`src/scd_pkg.sv`:
```
/*
 * scd_pkg: constants for the smart card interface command decoder.
 * assumes: used by scd_decoder only; no imports, names are scoped.
 */
package scd_pkg;
   // command byte layout
   localparam int CMD_W = 8;
   localparam int FIELD_LSB = 5;
   localparam int DATA_W = 5;
   localparam int RST_BIT = 4;
   // command field codes
   localparam logic [2:0] FIELD_DEDICATED_ASYNC = 3'h4;
   localparam logic [2:0] FIELD_CONFIG = 3'h5;
   localparam logic [2:0] FIELD_SYNC = 3'h6;
   localparam logic [2:0] FIELD_RESERVED = 3'h7;
   // configuration data codes
   localparam logic [4:0] CFG_DET_NO = 5'h00;
   localparam logic [4:0] CFG_DET_NC = 5'h01;
   localparam logic [4:0] CFG_EDGE_SPECIAL = 5'h02;
   localparam logic [4:0] CFG_EDGE_NORMAL = 5'h03;
   localparam logic [4:0] CFG_SLOPE_SLOW = 5'h04;
   localparam logic [4:0] CFG_SLOPE_FAST = 5'h05;
   // card clock modes
   localparam logic [1:0] CLK_LOW = 2'h0;
   localparam logic [1:0] CLK_DIV1 = 2'h1;
   localparam logic [1:0] CLK_DIV2 = 2'h2;
   localparam logic [1:0] CLK_DIV4 = 2'h3;
   // reset values
   localparam logic [1:0] RST_SUPPLY = 2'h0;
   localparam logic [1:0] RST_CLK_MODE = 2'h0;
   localparam logic RST_DET_NC = 1'b0;
   localparam logic RST_EDGE_NORMAL = 1'b0;
   localparam logic RST_SLOPE_FAST = 1'b0;
   // sampler reset levels; bit 1 is the serial select, which idles high
   localparam logic [8:0] PIN_IDLE = 9'h002;
   localparam int BIT_CNT_W = 3;
   localparam logic [2:0] BIT_CNT_LAST = 3'h7;
   // shift states
   typedef enum logic [1:0] {
      SCD_IDLE = 2'b01,
      SCD_SHIFT = 2'b10
   } scd_state_e;
endpackage

```
`src/scd_decoder.sv`:
```
/*
 * scd_decoder: serial command byte decoder of a smart card interface.
 * assumes: serial clock, chip select, data, input clock and straps are async
 * pins sampled on sys_clk (much faster); card pins are handled outside.
 */
`timescale 1ns/1ps

//Contract
//- byte is 3-bit field plus 5-bit data
//- bytes only taken under low chip select
//- card reset follows data bit 4
//- data bits 1:0 pick card supply
//- data bits 3:2 pick card clock
//- field 110 drives card pins directly
//- field 110 needs no address match
//- field 101 writes configuration codes
//- fields 000-011 select bank slots
//- bank fields must match address straps
//- field 100 programs dedicated async card
//- field 111 still mirrors reset, readback
//- configuration commands force reset low
//- reserved codes have no effect
//- readback edge by mode, top bits hiz
//- power-on defaults as listed
module scd_decoder (
   // clock and reset
   input wire logic sys_clk,
   input wire logic rst_b,
   // serial port from host
   input wire logic spi_clk,
   input wire logic spi_cs_b,
   input wire logic spi_mosi,
   output logic spi_miso,
   output logic spi_miso_oe_b,
   // card side
   input wire logic clk_in,
   input wire logic card_detect_input,
   input wire logic supply_ok,
   input wire logic addr0_in,
   input wire logic addr1_in,
   input wire logic io_in,
   output logic card_reset_out,
   output logic [1:0] card_supply,
   output logic card_clock_out,
   output logic card_io_line,
   output logic aux_contact_a_addr0,
   output logic aux_contact_b_addr1,
   output logic aux_drive_b,
   output logic slow_slope_select,
   output logic fast_slope_select
);
   // three-stage samplers for every async pin
   logic [8:0] pin_in, pin_q;
   logic [2:0] smp [9];
   logic clk_q, cs_q, mosi_q, cin_q, det_q, a0_q, a1_q, io_q, pok_q;
   assign pin_in = {supply_ok, io_in, addr1_in, addr0_in, card_detect_input, clk_in, spi_mosi,
      spi_cs_b, spi_clk};
   assign {pok_q, io_q, a1_q, a0_q, det_q, cin_q, mosi_q, cs_q, clk_q} = pin_q;

   // a change counts once stages 2 and 3 agree
   function automatic logic filt(input logic [2:0] s, input logic prev);
      filt = (s[1] == s[2]) ? s[1] : prev;
   endfunction
   // upper fields have a select of their own; bank fields must match the straps
   function automatic logic slot_sel(input logic [2:0] f, input logic a1, input logic a0);
      slot_sel = f[2] || (f[1:0] == {a1, a0});
   endfunction

   // samplers start at the pin idle levels, so no false select follows reset
   always_ff @(posedge sys_clk) begin
      for (int i = 0; i < 9; i++) begin
         if (!rst_b) begin
            smp[i] <= {3{scd_pkg::PIN_IDLE[i]}};
            pin_q[i] <= scd_pkg::PIN_IDLE[i];
         end else begin
            smp[i] <= {smp[i][1:0], pin_in[i]};
            pin_q[i] <= filt(smp[i], pin_q[i]);
         end
      end
   end

   // edge detection on the filtered serial clock and input clock
   logic clk_d, cin_d, rise, fall, cin_rise;
   always_ff @(posedge sys_clk) begin
      if (!rst_b) begin
         {clk_d, cin_d} <= 2'h0;
      end else begin
         {clk_d, cin_d} <= {clk_q, cin_q};
      end
   end
   assign rise = clk_q & ~clk_d;
   assign fall = ~clk_q & clk_d;
   assign cin_rise = cin_q & ~cin_d;

   // shift engine, configuration and card state
   scd_pkg::scd_state_e state, next_state;
   logic [scd_pkg::BIT_CNT_W-1:0] bit_cnt, next_bit_cnt;
   logic [6:0] shreg, next_shreg;
   logic [scd_pkg::CMD_W-1:0] command_byte, next_command_byte;
   logic byte_done, next_byte_done, slope_fast, next_slope_fast;
   logic det_nc, next_det_nc, edge_normal, next_edge_normal;
   logic rst_lvl, next_rst_lvl, cclk, next_cclk;
   logic [1:0] supply, next_supply, clk_mode, next_clk_mode, div, next_div;
   logic sync_mode, next_sync_mode;
   logic [3:0] sync_pins, next_sync_pins;
   logic [7:0] tx, next_tx;
   logic miso, next_miso, miso_oe_b, next_miso_oe_b;
   logic [2:0] field;
   logic [4:0] data;
   logic addr_match, sel;

   assign field = command_byte[scd_pkg::CMD_W-1:scd_pkg::FIELD_LSB];
   assign data = command_byte[scd_pkg::DATA_W-1:0];
   assign addr_match = (field[2] == 1'b0) && (field[1:0] == {a1_q, a0_q});
   // readback: detect, io, c4/c8 straps or driven sync pins, supply monitor
   logic det_bit;
   logic [7:0] rb_byte;
   assign det_bit = edge_normal ? (det_q ^ det_nc ^ 1'b1) : det_q;
   assign rb_byte = {3'h0, det_bit, io_q, sync_mode ? sync_pins[1:0] : {a0_q, a1_q}, pok_q};
   // selected when bank slot matches or a dedicated/config/sync/reserved field
   assign sel = slot_sel(field, a1_q, a0_q);

   always_comb begin
      next_state = state;
      next_bit_cnt = bit_cnt;
      next_shreg = shreg;
      next_command_byte = command_byte;
      next_byte_done = 1'b0;
      next_tx = tx;
      next_miso = miso;
      next_miso_oe_b = miso_oe_b;
      case (state)
         scd_pkg::SCD_IDLE: begin
            next_miso_oe_b = 1'b1;
            next_bit_cnt = '0;
            if (!cs_q) begin
               next_state = scd_pkg::SCD_SHIFT;
               next_tx = edge_normal ? {rb_byte[6:0], 1'b0} : rb_byte;
            end
         end
         scd_pkg::SCD_SHIFT: begin
            if (cs_q) begin
               next_state = scd_pkg::SCD_IDLE; // partial bytes dropped
               next_miso_oe_b = 1'b1;
            end else begin
               if (rise) begin
                  next_shreg = {shreg[5:0], mosi_q};
                  next_bit_cnt = bit_cnt + 3'h1;
                  if (bit_cnt == scd_pkg::BIT_CNT_LAST) begin
                     next_command_byte = {shreg, mosi_q};
                     next_byte_done = 1'b1;
                  end
               end
               // out edge: rising in special mode, falling in normal
               if (edge_normal ? fall : rise) begin
                  next_miso = tx[7];
                  next_tx = {tx[6:0], 1'b0};
                  // top three bits stay undriven; the rest only from a selected part
                  next_miso_oe_b = (bit_cnt < 3'h3) || ((bit_cnt == 3'h3) ?
                     ~slot_sel(shreg[2:0], a1_q, a0_q) : miso_oe_b);
               end
            end
         end
         default: next_state = scd_pkg::SCD_IDLE;
      endcase
   end

   // command application once a byte is complete
   always_comb begin
      next_det_nc = det_nc;
      next_edge_normal = edge_normal;
      next_slope_fast = slope_fast;
      next_rst_lvl = rst_lvl;
      next_supply = supply;
      next_clk_mode = clk_mode;
      next_sync_mode = sync_mode;
      next_sync_pins = sync_pins;
      if (byte_done && sel) begin
         next_rst_lvl = data[scd_pkg::RST_BIT];
         if (field == scd_pkg::FIELD_SYNC) begin
            next_sync_mode = 1'b1;
            next_sync_pins = data[3:0];
         end else if (field == scd_pkg::FIELD_CONFIG) begin
            next_rst_lvl = 1'b0;
            case (data)
               scd_pkg::CFG_DET_NO: next_det_nc = 1'b0;
               scd_pkg::CFG_DET_NC: next_det_nc = 1'b1;
               scd_pkg::CFG_EDGE_SPECIAL: next_edge_normal = 1'b0;
               scd_pkg::CFG_EDGE_NORMAL: next_edge_normal = 1'b1;
               scd_pkg::CFG_SLOPE_SLOW: next_slope_fast = 1'b0;
               scd_pkg::CFG_SLOPE_FAST: next_slope_fast = 1'b1;
               default: next_rst_lvl = 1'b0;
            endcase
         end else if (field != scd_pkg::FIELD_RESERVED) begin
            next_sync_mode = 1'b0;
            next_supply = data[1:0];
            next_clk_mode = data[3:2];
         end
      end
   end

   // input clock divider for the card clock
   always_comb begin
      next_div = cin_rise ? div + 2'h1 : div;
      case (clk_mode)
         scd_pkg::CLK_DIV1: next_cclk = cin_q;
         scd_pkg::CLK_DIV2: next_cclk = div[0];
         scd_pkg::CLK_DIV4: next_cclk = div[1];
         default: next_cclk = 1'b0;
      endcase
      if (sync_mode) begin
         next_cclk = sync_pins[3];
      end
   end

   // register all state; power-on defaults
   always_ff @(posedge sys_clk) begin
      if (!rst_b) begin
         state <= scd_pkg::SCD_IDLE;
         bit_cnt <= '0;
         shreg <= '0;
         command_byte <= '0;
         byte_done <= 1'b0;
         tx <= '0;
         miso <= 1'b0;
         miso_oe_b <= 1'b1;
         det_nc <= scd_pkg::RST_DET_NC;
         edge_normal <= scd_pkg::RST_EDGE_NORMAL;
         slope_fast <= scd_pkg::RST_SLOPE_FAST;
         supply <= scd_pkg::RST_SUPPLY;
         clk_mode <= scd_pkg::RST_CLK_MODE;
         rst_lvl <= 1'b0;
         sync_mode <= 1'b0;
         sync_pins <= '0;
         div <= '0;
         cclk <= 1'b0;
      end else begin
         state <= next_state;
         bit_cnt <= next_bit_cnt;
         shreg <= next_shreg;
         command_byte <= next_command_byte;
         byte_done <= next_byte_done;
         tx <= next_tx;
         miso <= next_miso;
         miso_oe_b <= next_miso_oe_b;
         det_nc <= next_det_nc;
         edge_normal <= next_edge_normal;
         slope_fast <= next_slope_fast;
         supply <= next_supply;
         clk_mode <= next_clk_mode;
         rst_lvl <= next_rst_lvl;
         sync_mode <= next_sync_mode;
         sync_pins <= next_sync_pins;
         div <= next_div;
         cclk <= next_cclk;
      end
   end

   // output flops
   always_ff @(posedge sys_clk) begin
      if (!rst_b) begin
         card_reset_out <= 1'b0;
         card_supply <= scd_pkg::RST_SUPPLY;
         card_clock_out <= 1'b0;
         card_io_line <= 1'b0;
         aux_contact_a_addr0 <= 1'b0;
         aux_contact_b_addr1 <= 1'b0;
         aux_drive_b <= 1'b1;
         slow_slope_select <= 1'b1;
         fast_slope_select <= 1'b0;
         spi_miso <= 1'b0;
         spi_miso_oe_b <= 1'b1;
      end else begin
         card_reset_out <= next_rst_lvl;
         card_supply <= next_supply;
         card_clock_out <= next_cclk;
         card_io_line <= next_sync_pins[2];
         aux_contact_a_addr0 <= next_sync_pins[1];
         aux_contact_b_addr1 <= next_sync_pins[0];
         aux_drive_b <= ~next_sync_mode;
         slow_slope_select <= ~next_slope_fast;
         fast_slope_select <= next_slope_fast;
         spi_miso <= next_miso;
         spi_miso_oe_b <= next_miso_oe_b;
      end
   end

   // checks
   property p_rst_follow;
      @(posedge sys_clk) disable iff (!rst_b)
      byte_done && sel && field != scd_pkg::FIELD_CONFIG |=> card_reset_out == $past(data[4]);
   endproperty
   a_rst_follow: assert property (p_rst_follow) else $error("reset not mirrored");
   property p_cfg_rst;
      @(posedge sys_clk) disable iff (!rst_b)
      byte_done && field == scd_pkg::FIELD_CONFIG |=> !card_reset_out;
   endproperty
   a_cfg_rst: assert property (p_cfg_rst) else $error("config left reset high");
   property p_supply;
      @(posedge sys_clk) disable iff (!rst_b)
      byte_done && addr_match |=> card_supply == $past(data[1:0]);
   endproperty
   a_supply: assert property (p_supply) else $error("supply not applied");
   property p_nomatch;
      @(posedge sys_clk) disable iff (!rst_b)
      byte_done && !sel |=> $stable(card_supply) && $stable(card_reset_out);
   endproperty
   a_nomatch: assert property (p_nomatch) else $error("unmatched slot acted");
   property p_cs_hold;
      @(posedge sys_clk) disable iff (!rst_b)
      cs_q |=> !byte_done;
   endproperty
   a_cs_hold: assert property (p_cs_hold) else $error("byte taken without select");
   property p_sync;
      @(posedge sys_clk) disable iff (!rst_b)
      byte_done && field == scd_pkg::FIELD_SYNC |=> card_io_line == $past(data[2]);
   endproperty
   a_sync: assert property (p_sync) else $error("sync pin not driven");
   property p_slope;
      @(posedge sys_clk) disable iff (!rst_b)
      byte_done && field == scd_pkg::FIELD_CONFIG && data == scd_pkg::CFG_SLOPE_FAST
      |=> fast_slope_select && !slow_slope_select;
   endproperty
   a_slope: assert property (p_slope) else $error("slope not set");
   property p_idle_hiz;
      @(posedge sys_clk) disable iff (!rst_b)
      state == scd_pkg::SCD_IDLE |=> ##1 spi_miso_oe_b;
   endproperty
   a_idle_hiz: assert property (p_idle_hiz) else $error("readback driven when idle");
   c_cfg: cover property (@(posedge sys_clk) byte_done && field == scd_pkg::FIELD_CONFIG);
   c_sync: cover property (@(posedge sys_clk) byte_done && field == scd_pkg::FIELD_SYNC);
   c_bank: cover property (@(posedge sys_clk) byte_done && addr_match);
endmodule

```
`config.mk`:
```
export PLATFORM = sky130hd
export DESIGN_NAME = scd_decoder
export DESIGN_NICKNAME = d
export VERILOG_FILES = /design/src/scd_pkg.sv /design/src/scd_decoder.sv
export SDC_FILE = /design/constraint.sdc
export NUM_CORES = 1
export LEC_CHECK = 0
export BUFFER_PORTS_ARGS = -buffer_cell sky130_fd_sc_hd__buf_2
export CAP_MARGIN = 25
export CELL_PAD_IN_SITES_DETAIL_PLACEMENT = 1
export CELL_PAD_IN_SITES_GLOBAL_PLACEMENT = 2
export CORE_AREA = 5 5 125 91
export DETAILED_ROUTE_END_ITERATION = 8
export DIE_AREA = 0 0 130 96
export PLACE_DENSITY_LB_ADDON = 0.1
export REMOVE_ABC_BUFFERS = 1
export SETUP_SLACK_MARGIN = 0.3
export SLEW_MARGIN = 20
export SYNTH_ARGS = -nofsm -noshare
export SYNTH_HDL_FRONTEND = slang
export SYNTH_SLANG_ARGS = --single-unit
```
`constraint.sdc`:
```
create_clock -name sys_clk -period 1.63 [get_ports sys_clk]
set_clock_uncertainty 0.15 [all_clocks]
set_input_delay 0.2445 -clock sys_clk [delete_from_list [all_inputs] [get_ports sys_clk]]
set_output_delay 0.2445 -clock sys_clk [all_outputs]
set_load 0.03 [all_outputs]
```
==> impl_metrics.py <==
metrics = {
    "timing": {
        "rsz0062_at_grt": "yes",
        "setup_tns_ns": 0,
        "hold_viol": 0,
        "finalSetupViolations": 0,
        "worstMarginPinSlew_ns": 0.4782,
        "fin_crit_ns": 1.623,
        "final.setup.worst_slack_ns": 0.007153,
        "final_max_slew_viol_count": 0,
        "slew-limit-headroom_pct": 68.12,
        "fmaxAchievable_ghz": 0.6162,
        "min_period_over_period_pct": 99.56,
    },
    "die": {
        "fp.dieW_microns": 130,
        "coreArea_sq_mm": 0.01008,
        "ios": 23,
        "placementRows": 31,
        "die_area_sq_mm": 0.01248,
        "die_h_microns": 96,
        "start_util_pct": 33.05,
    },
    "placement": {
        "io_buffers": 22,
        "dpl_worst_slack_ns": -0.06371,
        "place_area_sq_mm": 0.003807,
        "dp_hpwl_microns": 5266,
        "place.gp.congestion": 0.6916,
    },
    "detailed_routing": {
        "drt-vias-per-instance": 4.738,
        "drt_iter0_drc": 62,
        "routed_wl_microns": 7972,
        "ant_nets": 0,
        "post_drt_wl_per_cell_microns": 14.39,
        "dr.pass1.iters": 4,
        "drc": 0,
        "vias": 2625,
    },
    "power_and_ir_drop": {
        "power_frac_seq_pct": 49.6,
        "switching_share_pct": 21.18,
        "power.density_mw_per_mm2": 958.6,
        "p_switching_mw": 0.9221,
        "p_leak_nw": 1.809,
        "share_comb_of_total_power_pct": 2.2,
        "irDropWorstVdd_v": 0.0007218,
        "power_frac_clock_pct": 48.2,
        "p_int_mw": 3.430,
        "total_power_mw": 4.353,
    },
    "synth": {
        "yosysTopAreaCellShare_pct": 52.25,
        "synth_area_leader_cell": "dfxtp_1",
        "ys_async_sr_fraction_pct": 0,
        "syn_area_per_cell_sq_um": 9.606,
        "synth-edff-count": 0,
        "synth_cell_types": 41,
        "ys_seq_area_share_pct": 52.25,
        "yosysWarnings": 0,
        "synth_area_leaders": "dfxtp_1 (52%), mux2i_1 (8.1%), nand2_1 (5.1%)",
        "ys.flop_type": "dfxtp_1",
        "syn_area_sq_mm": 0.003333,
        "ys_seq_elements": 87,
        "synth_cells": 347,
    },
    "clock_network": {
        "clockRootBuffer": "clkbuf_16",
        "clkTransAtPathRegs_ns": 0.06,
        "cts_made_buffers": 9,
        "insertion_delay_ns": 0.34,
        "cts_max_level": 3,
        "tritoncts": "built",
        "cts_sinks": 87,
        "clock_path_buffers": 2,
    },
    "final_layout": {
        "fill_cells": 1136,
        "multi_input_area_sq_mm": 0.001629,
        "seq_area_sq_mm": 0.001765,
        "final_layout_size_suffix_gt1_share_pct": 31.28,
        "nNetsFinal": 431,
        "post-route-util_pct": 45.02,
        "layout_common_cells": "dfxtp_1 (72), nand2_1 (41), buf_4 (31)",
        "layout_commonest_cell": "dfxtp_1",
        "antenna_cells": 0,
        "final_area_sq_mm": 0.004541,
        "synthToLayoutAreaGrowth_pct": 36.22,
    },
    "grt": {
        "grt_max_degree": 56,
        "grt_antenna_before_repair": 0,
        "globalRoute.busiestLayer": "met2",
        "grt_usage_pct": 13.79,
        "gr-usage-met1_pct": 18.04,
        "grt.overflow.total": 0,
        "met3_usage_pct": 3.827,
        "grt_pass1_wl_microns": 13500,
        "grt_pass1_vias": 2727,
        "grt_use_met2_pct": 22.56,
    },
    "setup_path": {
        "cp.arrival_ns": 1.68,
        "startpoint_type": "flop",
        "path_class": "flop to flop",
        "rr_endpoint": "spi_miso",
        "path_cells": "or3b_4 > a211oi_4 > buf_6 > mux2i_1 > nor2_1",
        "endpoint_kind": "flop",
        "required_ns": 1.69,
        "critical_path.slowest_cell": "or3b_4",
        "crit_path_end": "spi_miso",
        "worstReg2RegStart": "edge_normal",
        "ff2ff_setup_slack_ns": 0.007,
        "crit_path_start": "edge_normal",
        "reg2reg_depth": 5,
        "max_stage_delay_ns": 0.40,
        "critPathMaxFanout": 8,
    },
    "run": {
        "max_cap_violations": 0,
    },
    "min_path": {
        "min_from": "rst_b",
        "hold_path.class": "primary input to flop",
    },
    "outcome": {
        "outcome": "completed",
    },
}
worst max-delay path, delay by kind of cell, from the launching register on:
| family | cells | cell delay, ns |
|---|---|---|
| multiplexers | 1 | 0.19 |
| AO/OA/AOI/OAI | 1 | 0.22 |
| flip-flops | 1 | 0.32 |
| buffers and inverters | 1 | 0.17 |
| AND/OR/NAND/NOR | 2 | 0.45 |
routing by layer:
metal,share of wire (%),vias up
met1,50,1279
met2,46,23
met3,2.9,7
li1,-,1316
met4,0.90,0
met5,0,-
synth_stat cells (2+ instances only):
library cell  instances
nand3_1              13
dfxtp_1              87
or2_2                 2
o311a_2               2
a21oi_1              25
nand4b_1              3
nand3b_1              3
inv_1                 6
nand2_1              45
nand2b_1              7
o211ai_1              2
a2bb2oi_1             4
o21ai_0              10
nor3_1                3
ha_1                  3
nor2b_1               7
and2_1               26
clkbuf_1             12
mux2i_1              27
nor3b_1               3
buf_2                 5
nor2_1               27
xnor2_1               6
mux2_2                2
power by group through the flow:
stage               clock network (mW)  registers, mW  logic (mW)
finish                            2.10           2.16      0.0968
global route                      2.26           2.16       0.110
CTS                               2.17           2.16       0.101
detailed placement                   0           2.21      0.0831
global placement                     0           2.21      0.0822
floorplan                            0           2.21      0.0320
state kept, by name, indices dropped and copies added (netlist names), 2 cells and up, named ones only:
signal,cells
state,2
command_byte,8
smp,27
sync_pins,4
clk_mode,2
pin_q,9
tx,8
shreg,7
card_supply,2
bit_cnt,3
div,2
worst min path at each step:
| stage | slack, ns | to | cells past startpoint |
|---|---|---|---|
| floorplan | 0.17 | smp[1][2] | 1 |
| global placement | 0.26 | smp[1][1] | 1 |
| detailed placement | 0.25 | smp[1][1] | 1 |
| CTS | 0.18 | smp[1][0] | 3 |
| global route | 0.19 | smp[1][1] | 3 |
| finish | 0.18 | smp[1][1] | 3 |
what timing repair did:
| item | CTS | global route |
|---|---|---|
| hold buffers | 9 | 0 |
| pin swaps | 13 | 8 |
| gates resized for setup | 56 | 8 |
| gates cloned | 2 | 0 |
| endpoints found under the hold margin | 9 | 0 |
| setup endpoints to repair | 44 | 44 |
| setup buffers | 7 | 3 |
kinds of logic (layout without fill, tap and decap cells):
group,Yosys count,count (layout),share of synthesized area (%)
flops,87,87,52.25
compound gates,52,52,10.81
xor+xnor,7,7,1.839
fa+ha+maj,3,3,1.126
mux,29,29,8.784
simple gates,145,145,22.07
buf+inv,24,99,3.115
per-stage QoR:
| step | instances | hold WS [ns] |
|---|---|---|
| 2_1_floorplan | 329 | 0.1675 |
| 3_3_place_gp | 517 | 0.2583 |
| 3_5_place_dp | 517 | 0.2510 |
| 4_1_cts | 551 | 0.1778 |
| 5_1_grt | 554 | 0.1937 |
| 6_report | 554 | 0.1783 |
layout make-up:
cell class | instances | area share, %
clock inverter | 6 | 1.516
clock buffer | 10 | 5.263
sequential | 87 | 38.88
tap | 132 | 3.637
multi-input combinational | 236 | 35.88
inverter | 6 | 0.4960
timing repair buffer | 77 | 14.33
No activity file was read; power rests on OpenSTA's default activity.
